## src/hmp_mailbox.sv

```systemverilog
`timescale 1ns/1ps
// Summary of operation
// Width strap: low 16-bit words, high bytes
// Map strap low: boot strap picks boot path
// Style strap: separate strobes or direction plus strobe
// First strobe pin: read, or direction select
// Second strobe pin: write, or data strobe
// Layout strap: separate address or multiplexed bus
// Multiplexed: address pin two becomes latch enable
// Byte reads drive only low eight lines
// Byte writes store upper eight bits zero
// Host side asynchronous, strobes synchronised
// Dual-ported mailbox shared by host and core
// Six data, two status registers, mask
// Host software reset lasts five core cycles
// Host selects port; strobes otherwise ignored
// Acknowledge marks completed access; host waits
package hmp_pkg;
	localparam int DATA_W = 16;
	localparam int ADDR_W = 3;
	localparam int NUM_DATA = 6;
	localparam logic [2:0] HOST_STAT_HOST = 3'h6;
	localparam logic [2:0] HOST_STAT_CORE = 3'h7;
	localparam int SRST_BIT = 7;
	localparam logic [2:0] SRST_CYCLES = 3'h5;
	localparam logic [3:0] IDX_STAT_HOST = 4'h6;
	localparam logic [3:0] IDX_STAT_CORE = 4'h7;
	localparam logic [3:0] IDX_MASK = 4'h8;
	localparam logic [3:0] IDX_CONFIG = 4'h9;
	localparam logic [5:0] MASK_RESET = 6'h3F;
	localparam logic [15:0] OE_BYTE = 16'h00FF;
	localparam logic [15:0] OE_WORD = 16'hFFFF;
	localparam int CFG_WIDTH = 0;
	localparam int CFG_BOOT = 1;
	localparam int CFG_MAP = 2;
	localparam int CFG_STYLE = 3;
	localparam int CFG_LAYOUT = 4;
	localparam int CFG_BOOT_HOST = 5;
	localparam int CFG_SRST_BUSY = 6;
	typedef enum logic [1:0] {HS_IDLE, HS_XFER, HS_LOAD, HS_ACK} hmp_hstate_type;
endpackage

module hmp_mailbox #(
	parameter int DEPTH = 6,
	parameter int WIDTH = 16,
	parameter int AW = 3
) (
	// Clock and reset
	input wire logic clk,
	input wire logic rst_n,
	// Host port
	input wire logic host_we,
	input wire logic [AW-1:0] host_waddr,
	input wire logic [WIDTH-1:0] host_wdata,
	input wire logic [AW-1:0] host_raddr,
	output logic [WIDTH-1:0] host_rdata,
	// Core port
	input wire logic core_we,
	input wire logic [AW-1:0] core_waddr,
	input wire logic [WIDTH-1:0] core_wdata,
	input wire logic [AW-1:0] core_raddr,
	output logic [WIDTH-1:0] core_rdata
);
	typedef struct packed {
		logic [DEPTH-1:0][WIDTH-1:0] mem;
		logic [WIDTH-1:0] rd_h;
		logic [WIDTH-1:0] rd_c;
	} hmp_mb_type;
	hmp_mb_type q, d;

	always_comb
	begin
		d = q;
		for (int i = 0; i < DEPTH; i++)
		begin
			// Host wins a same-cycle collision on one word
			if (host_we && host_waddr == AW'(i))
				d.mem[i] = host_wdata;
			else if (core_we && core_waddr == AW'(i))
				d.mem[i] = core_wdata;
		end
		d.rd_h = '0;
		d.rd_c = '0;
		if (int'(host_raddr) < DEPTH)
			d.rd_h = q.mem[host_raddr];
		if (int'(core_raddr) < DEPTH)
			d.rd_c = q.mem[core_raddr];
	end

	always_ff @(posedge clk or negedge rst_n)
	begin
		if (!rst_n)
			q <= '0;
		else
			q <= d;
	end

	assign host_rdata = q.rd_h;
	assign core_rdata = q.rd_c;
endmodule

```

## src/hmp_host_port.sv

```systemverilog
`timescale 1ns/1ps
module hmp_host_port (
	// Clock and reset
	input wire logic hclk,
	input wire logic hresetn,
	// AHB-Lite slave
	input wire logic hsel,
	input wire logic [31:0] haddr,
	input wire logic [1:0] htrans,
	input wire logic hwrite,
	input wire logic [2:0] hsize,
	input wire logic [31:0] hwdata,
	input wire logic hready,
	output logic hreadyout,
	output logic hresp,
	output logic [31:0] hrdata,
	// Straps
	input wire logic host_width_strap,
	input wire logic boot_source_strap,
	input wire logic memory_map_strap,
	input wire logic strobe_style_strap,
	input wire logic addr_data_layout_strap,
	// Host pins
	input wire logic host_sel_n,
	input wire logic host_read_or_dir_pin,
	input wire logic host_write_or_dstrobe_pin,
	input wire logic host_addr2_or_latch_pin,
	input wire logic [1:0] host_addr_low_pins,
	input wire logic [15:0] host_data_in,
	output logic [15:0] host_data_out,
	output logic [15:0] host_data_oe,
	output logic host_port_ack,
	// Core side
	output logic boot_from_host,
	output logic boot_from_memory,
	output logic core_soft_reset,
	output logic core_mailbox_req
);
	typedef struct packed {
		logic [3:0] s1;
		logic [3:0] s2;
		hmp_pkg::hmp_hstate_type st;
		logic [2:0] ha;
		logic hwr;
		logic [15:0] hwd;
		logic [15:0] hdout;
		logic [15:0] hoe;
		logic ack;
		logic [5:0] host_flags;
		logic [5:0] core_flags;
		logic [5:0] mask;
		logic [2:0] srst_cnt;
		logic [4:0] straps;
		logic strap_ok;
		logic aw_pend;
		logic [3:0] a_idx;
		logic rd_mem;
		logic [31:0] rdat;
	} hmp_state_type;
	hmp_state_type q, d;

	logic sel_s, first_s, second_s, ale_s, width8, style, muxed;
	logic active, is_wr, addr_ph, mem_h_we, mem_c_we;
	logic [2:0] pin_addr;
	logic [15:0] mem_h_wd, mem_h_rd;
	logic [31:0] mem_c_rd;
	logic [15:0] mem_c_rd16;
	logic [3:0] cur_idx;

	// Synchronised host controls, select made active high, strobes left active low
	assign sel_s = ~q.s2[0];
	assign first_s = q.s2[1];
	assign second_s = q.s2[2];
	assign ale_s = q.s2[3];
	assign width8 = q.straps[hmp_pkg::CFG_WIDTH];
	assign style = q.straps[hmp_pkg::CFG_STYLE];
	assign muxed = q.straps[hmp_pkg::CFG_LAYOUT];
	// Combined: first pin is direction, second the data strobe
	assign active = q.strap_ok && sel_s &&
		(style ? ~second_s : (~first_s | ~second_s));
	assign is_wr = style ? ~first_s : ~second_s;
	assign pin_addr = {host_addr2_or_latch_pin, host_addr_low_pins};
	assign addr_ph = hsel && htrans[1] && hready;
	assign cur_idx = haddr[5:2];
	assign mem_h_we = q.st == hmp_pkg::HS_XFER && q.hwr &&
		int'(q.ha) < hmp_pkg::NUM_DATA;
	assign mem_h_wd = q.hwd;
	assign mem_c_we = q.aw_pend && int'(q.a_idx) < hmp_pkg::NUM_DATA;
	assign mem_c_rd = {16'h0000, mem_c_rd16};

	hmp_mailbox #(
		.DEPTH(hmp_pkg::NUM_DATA),
		.WIDTH(hmp_pkg::DATA_W),
		.AW(hmp_pkg::ADDR_W)
	) u_mailbox (
		.clk(hclk),
		.rst_n(hresetn),
		.host_we(mem_h_we),
		.host_waddr(q.ha),
		.host_wdata(mem_h_wd),
		.host_raddr(q.ha),
		.host_rdata(mem_h_rd),
		.core_we(mem_c_we),
		.core_waddr(q.a_idx[2:0]),
		.core_wdata(hwdata[15:0]),
		.core_raddr(cur_idx[2:0]),
		.core_rdata(mem_c_rd16)
	);

	always_comb
	begin
		logic [5:0] hset, hclr, cset, cclr;
		hset = '0;
		hclr = '0;
		cset = '0;
		cclr = '0;
		d = q;
		// Async host pins: two flops before any decision
		d.s1 = {host_addr2_or_latch_pin, host_write_or_dstrobe_pin,
			host_read_or_dir_pin, host_sel_n};
		d.s2 = q.s1;
		// Straps caught once after reset release
		if (!q.strap_ok)
		begin
			d.straps = {addr_data_layout_strap, strobe_style_strap,
				memory_map_strap, boot_source_strap, host_width_strap};
			d.strap_ok = 1'b1;
		end
		// Address latch while latch enable high
		if (muxed && ale_s && q.st == hmp_pkg::HS_IDLE)
			d.ha = host_data_in[2:0];
		// Count down first so a new request below reloads it
		if (q.srst_cnt != 3'h0)
			d.srst_cnt = q.srst_cnt - 3'h1;
		case (q.st)
			hmp_pkg::HS_IDLE:
			begin
				if (active)
				begin
					d.st = hmp_pkg::HS_XFER;
					d.hwr = is_wr;
					if (!muxed)
						d.ha = pin_addr;
					// Byte writes clear the upper half
					d.hwd = width8 ? {8'h00, host_data_in[7:0]} :
						host_data_in;
				end
			end
			hmp_pkg::HS_XFER:
			begin
				if (q.hwr)
				begin
					d.st = hmp_pkg::HS_ACK;
					if (int'(q.ha) < hmp_pkg::NUM_DATA)
						hset[q.ha] = 1'b1;
					else if (q.ha == hmp_pkg::HOST_STAT_CORE &&
						q.hwd[hmp_pkg::SRST_BIT])
						d.srst_cnt = hmp_pkg::SRST_CYCLES;
				end
				else
					d.st = hmp_pkg::HS_LOAD;
			end
			hmp_pkg::HS_LOAD:
			begin
				d.st = hmp_pkg::HS_ACK;
				d.ack = 1'b1;
				if (q.ha == hmp_pkg::HOST_STAT_HOST)
					d.hdout = {10'h000, q.host_flags};
				else if (q.ha == hmp_pkg::HOST_STAT_CORE)
					d.hdout = {10'h000, q.core_flags};
				else
				begin
					d.hdout = mem_h_rd;
					cclr[q.ha] = 1'b1;
				end
				if (width8)
					d.hdout[15:8] = 8'h00;
				d.hoe = width8 ? hmp_pkg::OE_BYTE : hmp_pkg::OE_WORD;
			end
			hmp_pkg::HS_ACK:
			begin
				d.ack = 1'b1;
				if (!active)
				begin
					d.st = hmp_pkg::HS_IDLE;
					d.ack = 1'b0;
					d.hoe = '0;
				end
			end
			default:
				d.st = hmp_pkg::HS_IDLE;
		endcase
		// Core side over the register bus
		d.aw_pend = 1'b0;
		if (q.aw_pend)
		begin
			if (int'(q.a_idx) < hmp_pkg::NUM_DATA)
				cset[q.a_idx[2:0]] = 1'b1;
			else if (q.a_idx == hmp_pkg::IDX_MASK)
				d.mask = hwdata[5:0];
		end
		if (addr_ph)
		begin
			d.aw_pend = hwrite && haddr[31:6] == 26'h0;
			d.a_idx = cur_idx;
			d.rd_mem = 1'b0;
			d.rdat = '0;
			if (!hwrite && haddr[31:6] == 26'h0)
			begin
				if (int'(cur_idx) < hmp_pkg::NUM_DATA)
				begin
					d.rd_mem = 1'b1;
					hclr[cur_idx[2:0]] = 1'b1;
				end
				else if (cur_idx == hmp_pkg::IDX_STAT_HOST)
					d.rdat = {26'h0, q.host_flags};
				else if (cur_idx == hmp_pkg::IDX_STAT_CORE)
					d.rdat = {26'h0, q.core_flags};
				else if (cur_idx == hmp_pkg::IDX_MASK)
					d.rdat = {26'h0, q.mask};
				else if (cur_idx == hmp_pkg::IDX_CONFIG)
					d.rdat = {25'h0, q.srst_cnt != 3'h0, boot_from_host,
						q.straps};
			end
		end
		// Set wins over a same-cycle clear
		d.host_flags = (q.host_flags & ~hclr) | hset;
		d.core_flags = (q.core_flags & ~cclr) | cset;
	end

	always_ff @(posedge hclk or negedge hresetn)
	begin
		if (!hresetn)
		begin
			q <= '0;
			q.s1 <= 4'h7;
			q.s2 <= 4'h7;
			q.mask <= hmp_pkg::MASK_RESET;
		end
		else
			q <= d;
	end

	assign hreadyout = 1'b1;
	assign hresp = 1'b0;
	assign hrdata = q.rd_mem ? mem_c_rd : q.rdat;
	assign host_data_out = q.hdout;
	assign host_data_oe = q.hoe;
	assign host_port_ack = q.ack;
	// Boot path only meaningful with map strap low
	assign boot_from_host = q.strap_ok && !q.straps[hmp_pkg::CFG_MAP] &&
		q.straps[hmp_pkg::CFG_BOOT];
	assign boot_from_memory = q.strap_ok && !q.straps[hmp_pkg::CFG_MAP] &&
		!q.straps[hmp_pkg::CFG_BOOT];
	assign core_soft_reset = q.srst_cnt != 3'h0;
	// Unmasked pending host writes call the core
	assign core_mailbox_req = |(q.host_flags & ~q.mask);

	property p_oe_byte;
		@(posedge hclk) disable iff (!hresetn)
		(q.st == hmp_pkg::HS_LOAD && width8) |=>
			host_data_oe == 16'h00FF && host_data_out[15:8] == 8'h00;
	endproperty
	a_oe_byte: assert property (p_oe_byte) else $error("byte read oe");

	property p_oe_word;
		@(posedge hclk) disable iff (!hresetn)
		(q.st == hmp_pkg::HS_LOAD && !width8) |=>
			host_data_oe == 16'hFFFF && host_port_ack;
	endproperty
	a_oe_word: assert property (p_oe_word) else $error("word read oe");

	property p_byte_write;
		@(posedge hclk) disable iff (!hresetn)
		(mem_h_we && width8) |-> mem_h_wd[15:8] == 8'h00;
	endproperty
	a_byte_write: assert property (p_byte_write) else $error("byte wr hi");

	property p_srst_len;
		@(posedge hclk) disable iff (!hresetn)
		$rose(core_soft_reset) |-> core_soft_reset[*5] ##1 !core_soft_reset;
	endproperty
	a_srst_len: assert property (p_srst_len) else $error("srst length");

	property p_boot;
		@(posedge hclk) disable iff (!hresetn)
		q.strap_ok |-> boot_from_host == (!memory_map_strap &&
			boot_source_strap) || $changed(boot_source_strap) ||
			$changed(memory_map_strap);
	endproperty
	a_boot: assert property (p_boot) else $error("boot select");

	property p_ack_soon;
		@(posedge hclk) disable iff (!hresetn)
		(q.st == hmp_pkg::HS_IDLE && active) |-> ##[2:3] host_port_ack;
	endproperty
	a_ack_soon: assert property (p_ack_soon) else $error("ack late");

	property p_ack_drop;
		@(posedge hclk) disable iff (!hresetn)
		(host_port_ack && !active) |=> !host_port_ack && host_data_oe == '0;
	endproperty
	a_ack_drop: assert property (p_ack_drop) else $error("ack stuck");

	property p_sep_read;
		@(posedge hclk) disable iff (!hresetn)
		(q.st == hmp_pkg::HS_IDLE && active && !style && !first_s &&
			second_s) |=> !q.hwr;
	endproperty
	a_sep_read: assert property (p_sep_read) else $error("read strobe");

	property p_mux_addr;
		@(posedge hclk) disable iff (!hresetn)
		(muxed && ale_s && q.st == hmp_pkg::HS_IDLE) |=>
			q.ha == $past(host_data_in[2:0]);
	endproperty
	a_mux_addr: assert property (p_mux_addr) else $error("ale latch");

	property p_core_flag;
		@(posedge hclk) disable iff (!hresetn)
		(mem_c_we) |=> q.core_flags[$past(q.a_idx[2:0])];
	endproperty
	a_core_flag: assert property (p_core_flag) else $error("core flag");

	property p_no_sel;
		@(posedge hclk) disable iff (!hresetn)
		(q.st == hmp_pkg::HS_IDLE && !sel_s) |=> q.st == hmp_pkg::HS_IDLE;
	endproperty
	a_no_sel: assert property (p_no_sel) else $error("no select");

	property p_comb_write;
		@(posedge hclk) disable iff (!hresetn)
		(q.st == hmp_pkg::HS_IDLE && active && style && !first_s) |=> q.hwr;
	endproperty
	a_comb_write: assert property (p_comb_write) else $error("dir write");

	property p_host_flag;
		@(posedge hclk) disable iff (!hresetn)
		(mem_h_we) |=> q.host_flags[$past(q.ha)];
	endproperty
	a_host_flag: assert property (p_host_flag) else $error("host flag");

	c_mux_latch: cover property (@(posedge hclk) disable iff (!hresetn)
		muxed && ale_s && q.st == hmp_pkg::HS_IDLE);
	c_host_write: cover property (@(posedge hclk) disable iff (!hresetn)
		mem_h_we ##[1:8] !host_port_ack);
	c_byte_read: cover property (@(posedge hclk) disable iff (!hresetn)
		q.st == hmp_pkg::HS_LOAD && width8);
	c_soft_reset: cover property (@(posedge hclk) disable iff (!hresetn)
		$fell(core_soft_reset));
endmodule

```

## config.mk

```make
export PLATFORM = sky130hd
export DESIGN_NAME = hmp_host_port
export DESIGN_NICKNAME = d
export VERILOG_FILES = /design/src/hmp_mailbox.sv /design/src/hmp_host_port.sv
export SDC_FILE = /design/constraint.sdc
export NUM_CORES = 1
export LEC_CHECK = 0
export ABC_AREA = 0
export ABC_CLOCK_PERIOD_IN_PS = 2600
export BUFFER_PORTS_ARGS = -buffer_cell sky130_fd_sc_hd__buf_4
export CAP_MARGIN = 30
export CORE_MARGIN = 8
export CORE_UTILIZATION = 40
export CTS_BUF_LIST = sky130_fd_sc_hd__clkbuf_16
export CTS_CLUSTER_SIZE = 25
export DETAILED_ROUTE_END_ITERATION = 8
export RECOVER_POWER = 50
export REMOVE_ABC_BUFFERS = 1
export SLEW_MARGIN = 20
export SYNTH_ARGS = -nofsm -noshare
export SYNTH_HDL_FRONTEND = slang
export SYNTH_HIERARCHICAL = 1
export SYNTH_SLANG_ARGS = --single-unit
```

## constraint.sdc

```tcl
create_clock -name hclk -period 2.6 [get_ports hclk]
set_input_delay 0.26 -clock hclk [delete_from_list [all_inputs] [get_ports hclk]]
set_output_delay 0.26 -clock hclk [all_outputs]
set_load 0.005 [all_outputs]
```

# --- Yosys cells after proc, flatten, opt, wreduce, memory -nomap -nowiden ---
# Cells that the tools add are included.
word_totals:
  reg_bits: 256
  input_bits: 101
  out_inout_bits: 71
  wordCells: 188
op_classes:
  add_sub_neg: 1
  n_lt_le_gt_ge: 10
  n_eq_ne: 22
  n_mux: 65
  n_bitwise: 13
  n_reduce_logical: 50
op_table:
  columns: ["cell", "count"]
  rows:
  - ["$mux W16", 20]
  - ["$bmux W16 S3", 2]
  - ["$mux W6", 11]
  - ["$mux W38", 1]
  - ["$mux W7", 5]
  - ["$pmux W17 S2", 1]
  - ["$mux W33", 1]
  - ["$mux W32", 1]
  - ["$logic_and A1 B1 Y1", 30]
  - ["$logic_not A26 Y1", 1]
  - ["$mux W22", 1]
  - ["$mux W3", 7]
  - ["$mux W20", 1]
  - ["$and A6 B6 Y6", 3]
  - ["$eq A3 B3 Y1 const B", 6]
  - ["$not A6 Y6", 3]
  - ["$mux W17", 1]
  - ["$reduce_bool A2 Y1", 7]
  - ["$eq A3 B2 Y1 const B", 4]
  - ["$eq A4 B4 Y1 const B", 3]
  - ["$lt A3 B4 Y1 const B", 3]
  - ["$or A6 B6 Y6", 2]
  - ["$demux W1 S3", 3]
  - ["$ge A3 B1 Y1 const B", 3]
  - ["21 further kinds", 41]

# --- Depth between registers and ports, before layout ---
logic_depth:
  word_depth: 10
  ltp_mapped: 8

# --- Modules after synthesis ---
# The synthesis kept the hierarchy.
by_module_without_submodules:
  columns: ["module", "instances", "cells_each", "area_per_inst_um2", "seq_area_each_um2"]
  rows:
  - ["hmp_mailbox", 1, 640, 7150.6, 3203.1]
  - ["hmp_host_port", 1, 460, 4687.0, 2242.2]

# --- Worst setup path after synthesis ---
# No wires, ideal clock.
synth_path:
  path_type: "reg-to-reg"
  startpoint: "register q[116] (netlist name)"
  endpoint: "register u_mailbox/q[39] (netlist bit)"
  setup_ns: 0.074
  arrival_time_ns: 1.870
  setup_slack_ns: 0.656
  path_stages_with_launch: 9
  path_buffers: 3
  cell_sequence: "dfrtp_1 > clkbuf_1 > and2_1 > clkbuf_1 > nor2_1 > nor4b_2 > buf_2 > nand2_1 > o21ai_2"
synth_rtl:
  columns: ["item", "line", "source"]
  rows:
  - ["to (signal assigned)", "hmp_mailbox.sv:93", "q <= '0;"]
  - ["to (signal assigned)", "hmp_mailbox.sv:95", "q <= d;"]
  - ["to (decl)", "hmp_mailbox.sv:69", "hmp_mb_type q, d;"]

==> impl_metrics.yaml <==
status:
  status: "complete, no violations"
cts:
  cts-root-buf: "clkbuf_16"
  cts_buffers: 24
  cts_buffer_depth: 3
  clock_latency_ps: 530
  cts_tree: "done"
  clock-sinks: 217
  cts_post_setup_buffers_inserted: 0
  clk_pin_slew_worst_paths_ps: 60
  htree_levels: 1
synth:
  yosysWarnings: 6
  yosys.area.top_type_share_pct: 43.3
  yosys.area.top_type: "dfrtp_1"
  syn_inst: 1100
  synth_area_um2: 11800
  synth_seq_area_share_pct: 46.0
  ys_types: 60
  synth-main-ff-cell: "dfrtp_1"
  synthArstFlopShare_pct: 100
  synth-edff-count: 0
  syn_avg_cell_area_um2: 10.8
  ys_top_cells_by_area: "dfrtp_1 (43%), mux2i_1 (12%), mux4_2 (6.1%)"
  synth-seq-cells: 217
routing:
  avgViaCountPerCell: 5.24
  ant_nets: 0
  drt_iter0_markers: 417
  drcViolationCount: 0
  drt_first_pass_iters: 5
  wl_per_cell_um: 20.0
  vias: 8400
  wl_mm: 32.0
place:
  placed_cell_area_um2: 12800
  port-buffer-count: 131
  place_congestion: 0.843
  hpwlAfterDp_mm: 21.4
sta:
  rsz0062_at_grt: "false"
  hold_viol: 0
  finalSetupViolations: 0
  post-route-period-util_pct: 86.9
  relSlewSlack_pct: 23.6
  max_freq_mhz: 443
  fin_skew_ps: 23.9
  maxSlewViolCount: 0
  period_minus_slack_ps: 2260
  final.setup.tns_ps: 0
  worst_pin_slew_ps: 1150
global_route:
  globalRouteOverflowTotal: 0
  grt_pass1_wl_mm: 51.0
  grt_start_max_net_pins: 76
  grt_antenna_before_repair: 0
  grt_usage_pct: 17.9
  grt_pass1_vias: 8812
floorplanning:
  fp-row-count: 63
  die_w_um: 188
  io_pins: 172
  die-area_um2: 35400
  start_util_pct: 40.3
  die_y_um: 188
  core-area_um2: 29400
power:
  total_power_uw: 13300
  p_leak_uw: 0.00612
  peakVddDrop_uv: 516
  powerDensity_nw_per_um2: 962
layout:
  final.fill_count: 2719
  drive_above_1_share_pct: 25.1
  antennaDiodeCount: 0
  fin_area_um2: 13800
  final_nets: 1304
  area_growth_pct: 16.6
  post-route-util_pct: 47.0
worst_setup_path:
  r2r-end: "u_mailbox/q[87]$_DFFE_PN0P_"
  rr_startpoint: "q[119]$_DFFE_PN0P_"
  cp_data_arrival_time_ps: 2650
  cp.required_ps: 3000
  crit_path_start_kind: "flip-flop"
  path_class: "flip-flop to flip-flop"
  cp_max_fo: 28
  reg2reg_slack_ps: 340
  rr_worst_depth: 8
  end_kind: "flip-flop"
worst_hold_path:
  hold_depth: 3
  hold_class: "input port to flip-flop"
  min_to: "q[116]$_DFF_PN0_"
  min-delay-start: "host_addr_low_pins[1]"
job:
  cap_violations: 0
## per-layer routing
metal  routed length, um  vias to the layer above  global-route usage, %
li1                    -                     3983                      -
met1               14300                     4184                   23.8
met2               15600                      200                   30.4
met3                1700                       33                   3.10
met4                 408                        0                   3.39
met5                   0                        -                      0
## per-stage QoR
step	hold slack, ps	setup slack (ps)	cells
3_3_place_gp	176	448	1532
3_5_place_dp	177	357	1532
4_1_cts	2.52	369	1604
5_1_grt	20.6	111	1604
6_report	15.8	342	1604
2_1_floorplan	-35.6	-970	964
## timing repair
action / in CTS / in global routing
hold buffers: 28 / 0
gates resized for setup: 0 / 0
endpoints found under the hold margin: 66 / 0
## sequential cells by signal (all words and copies together), names as in the netlist
| signal | flops |
|---|---|
| host_port_ack | 1 |
| first_s | 1 |
| u_mailbox/core_rdata | 16 |
| host_data_out | 16 |
| u_mailbox/host_rdata | 16 |
| muxed | 1 |
| u_mailbox/q | 96 |
| ale_s | 1 |
| q | 47 |
| host_data_oe | 2 |
| mem_h_wd | 16 |
| d | 4 |
## how the worst max path moves through the flow
stage                                       end          startpoint
finish              u_mailbox/q[87]$_DFFE_PN0P_  q[119]$_DFFE_PN0P_
detailed placement  u_mailbox/q[88]$_DFFE_PN0P_  q[119]$_DFFE_PN0P_
floorplan           u_mailbox/q[32]$_DFFE_PN0P_    q[115]$_DFF_PN0_
global route                   q[115]$_DFF_PN0_             hresetn
CTS                            core_mailbox_req   q[49]$_DFFE_PN1P_
global placement    u_mailbox/q[85]$_DFFE_PN0P_  q[119]$_DFFE_PN0P_
## cells in the mapped netlist (all sizes together), types with 2 or more instances
master / number
inv: 62
nand2: 111
nor2b: 6
o21a: 5
o211ai: 9
conb: 2
clkbuf: 34
nand3: 9
ha: 7
nor4b: 5
o21ai: 102
o22ai: 39
dfstp: 12
dfrtp: 205
o31ai: 5
nand3b: 2
nand4b: 6
a21oi: 38
buf: 119
o41ai: 3
a32o: 5
and3b: 2
and4bb: 6
mux2: 32
nor2: 43
mux4: 32
and2: 10
nor3: 5
a31oi: 3
nand2b: 11
a22o: 6
mux2i: 139
nor4: 10
## where the power goes
group	switching, uW	total, uW	internal (uW)	leakage [uW]
clock	1410	3290	1870	0.000384
sequential	1030	5610	4580	0.00242
combinational	2110	4390	2280	0.00332
## layout by cell type (no fill, tap or decap), drive strengths merged, types with 3 or more instances in the layout
master,count
dfrtp,205
buf,168
mux2i,139
nand2,111
o21ai,102
inv,67
nor2,43
o22ai,39
a21oi,38
clkbuf,34
mux2,32
mux4,32
dlygate4sd3,28
conb,19
clkinv,13
dfstp,12
nand2b,11
and2,10
nor4,10
o211ai,9
nand3,9
ha,7
nor2b,6
nand4b,6
a22o,6
and4bb,6
a32o,5
o31ai,5
nor3,5
o21a,5
nor4b,5
o41ai,3
a31oi,3
## cell type report
class	instances	area (um2)	share of cell area, %
tap	390	488	3.53
sequential	217	5450	39.4
timing repair buffer	206	1700	12.3
clock inverter	20	149	1.08
clock buffer	24	601	4.35
multi-input combinational	684	5190	37.6
inverter	63	236	1.71
## worst max-delay path, stage by stage (launching register included)
cell and delay (ps):
dfrtp_1 410, inv_1 110, ha_1 170, nand2_1 210, nor2_1 430, nand4b_1 360
buf_12 280, nor2_1 100, a21oi_1 50
## cell families after synthesis
kind of cell / Yosys count / synth area share, %
adder cells (fa/ha/maj): 7 / 0.740
buffers and inverters: 216 / 10.9
AND/OR/NAND/NOR: 232 / 10.1
multiplexers: 203 / 20.9
XOR/XNOR: 1 / 0.0740
flip-flops: 217 / 46.0
AO/OA/AOI/OAI: 222 / 11.2
other: 2 / 0.0634
(Power assumes the default switching activity.)
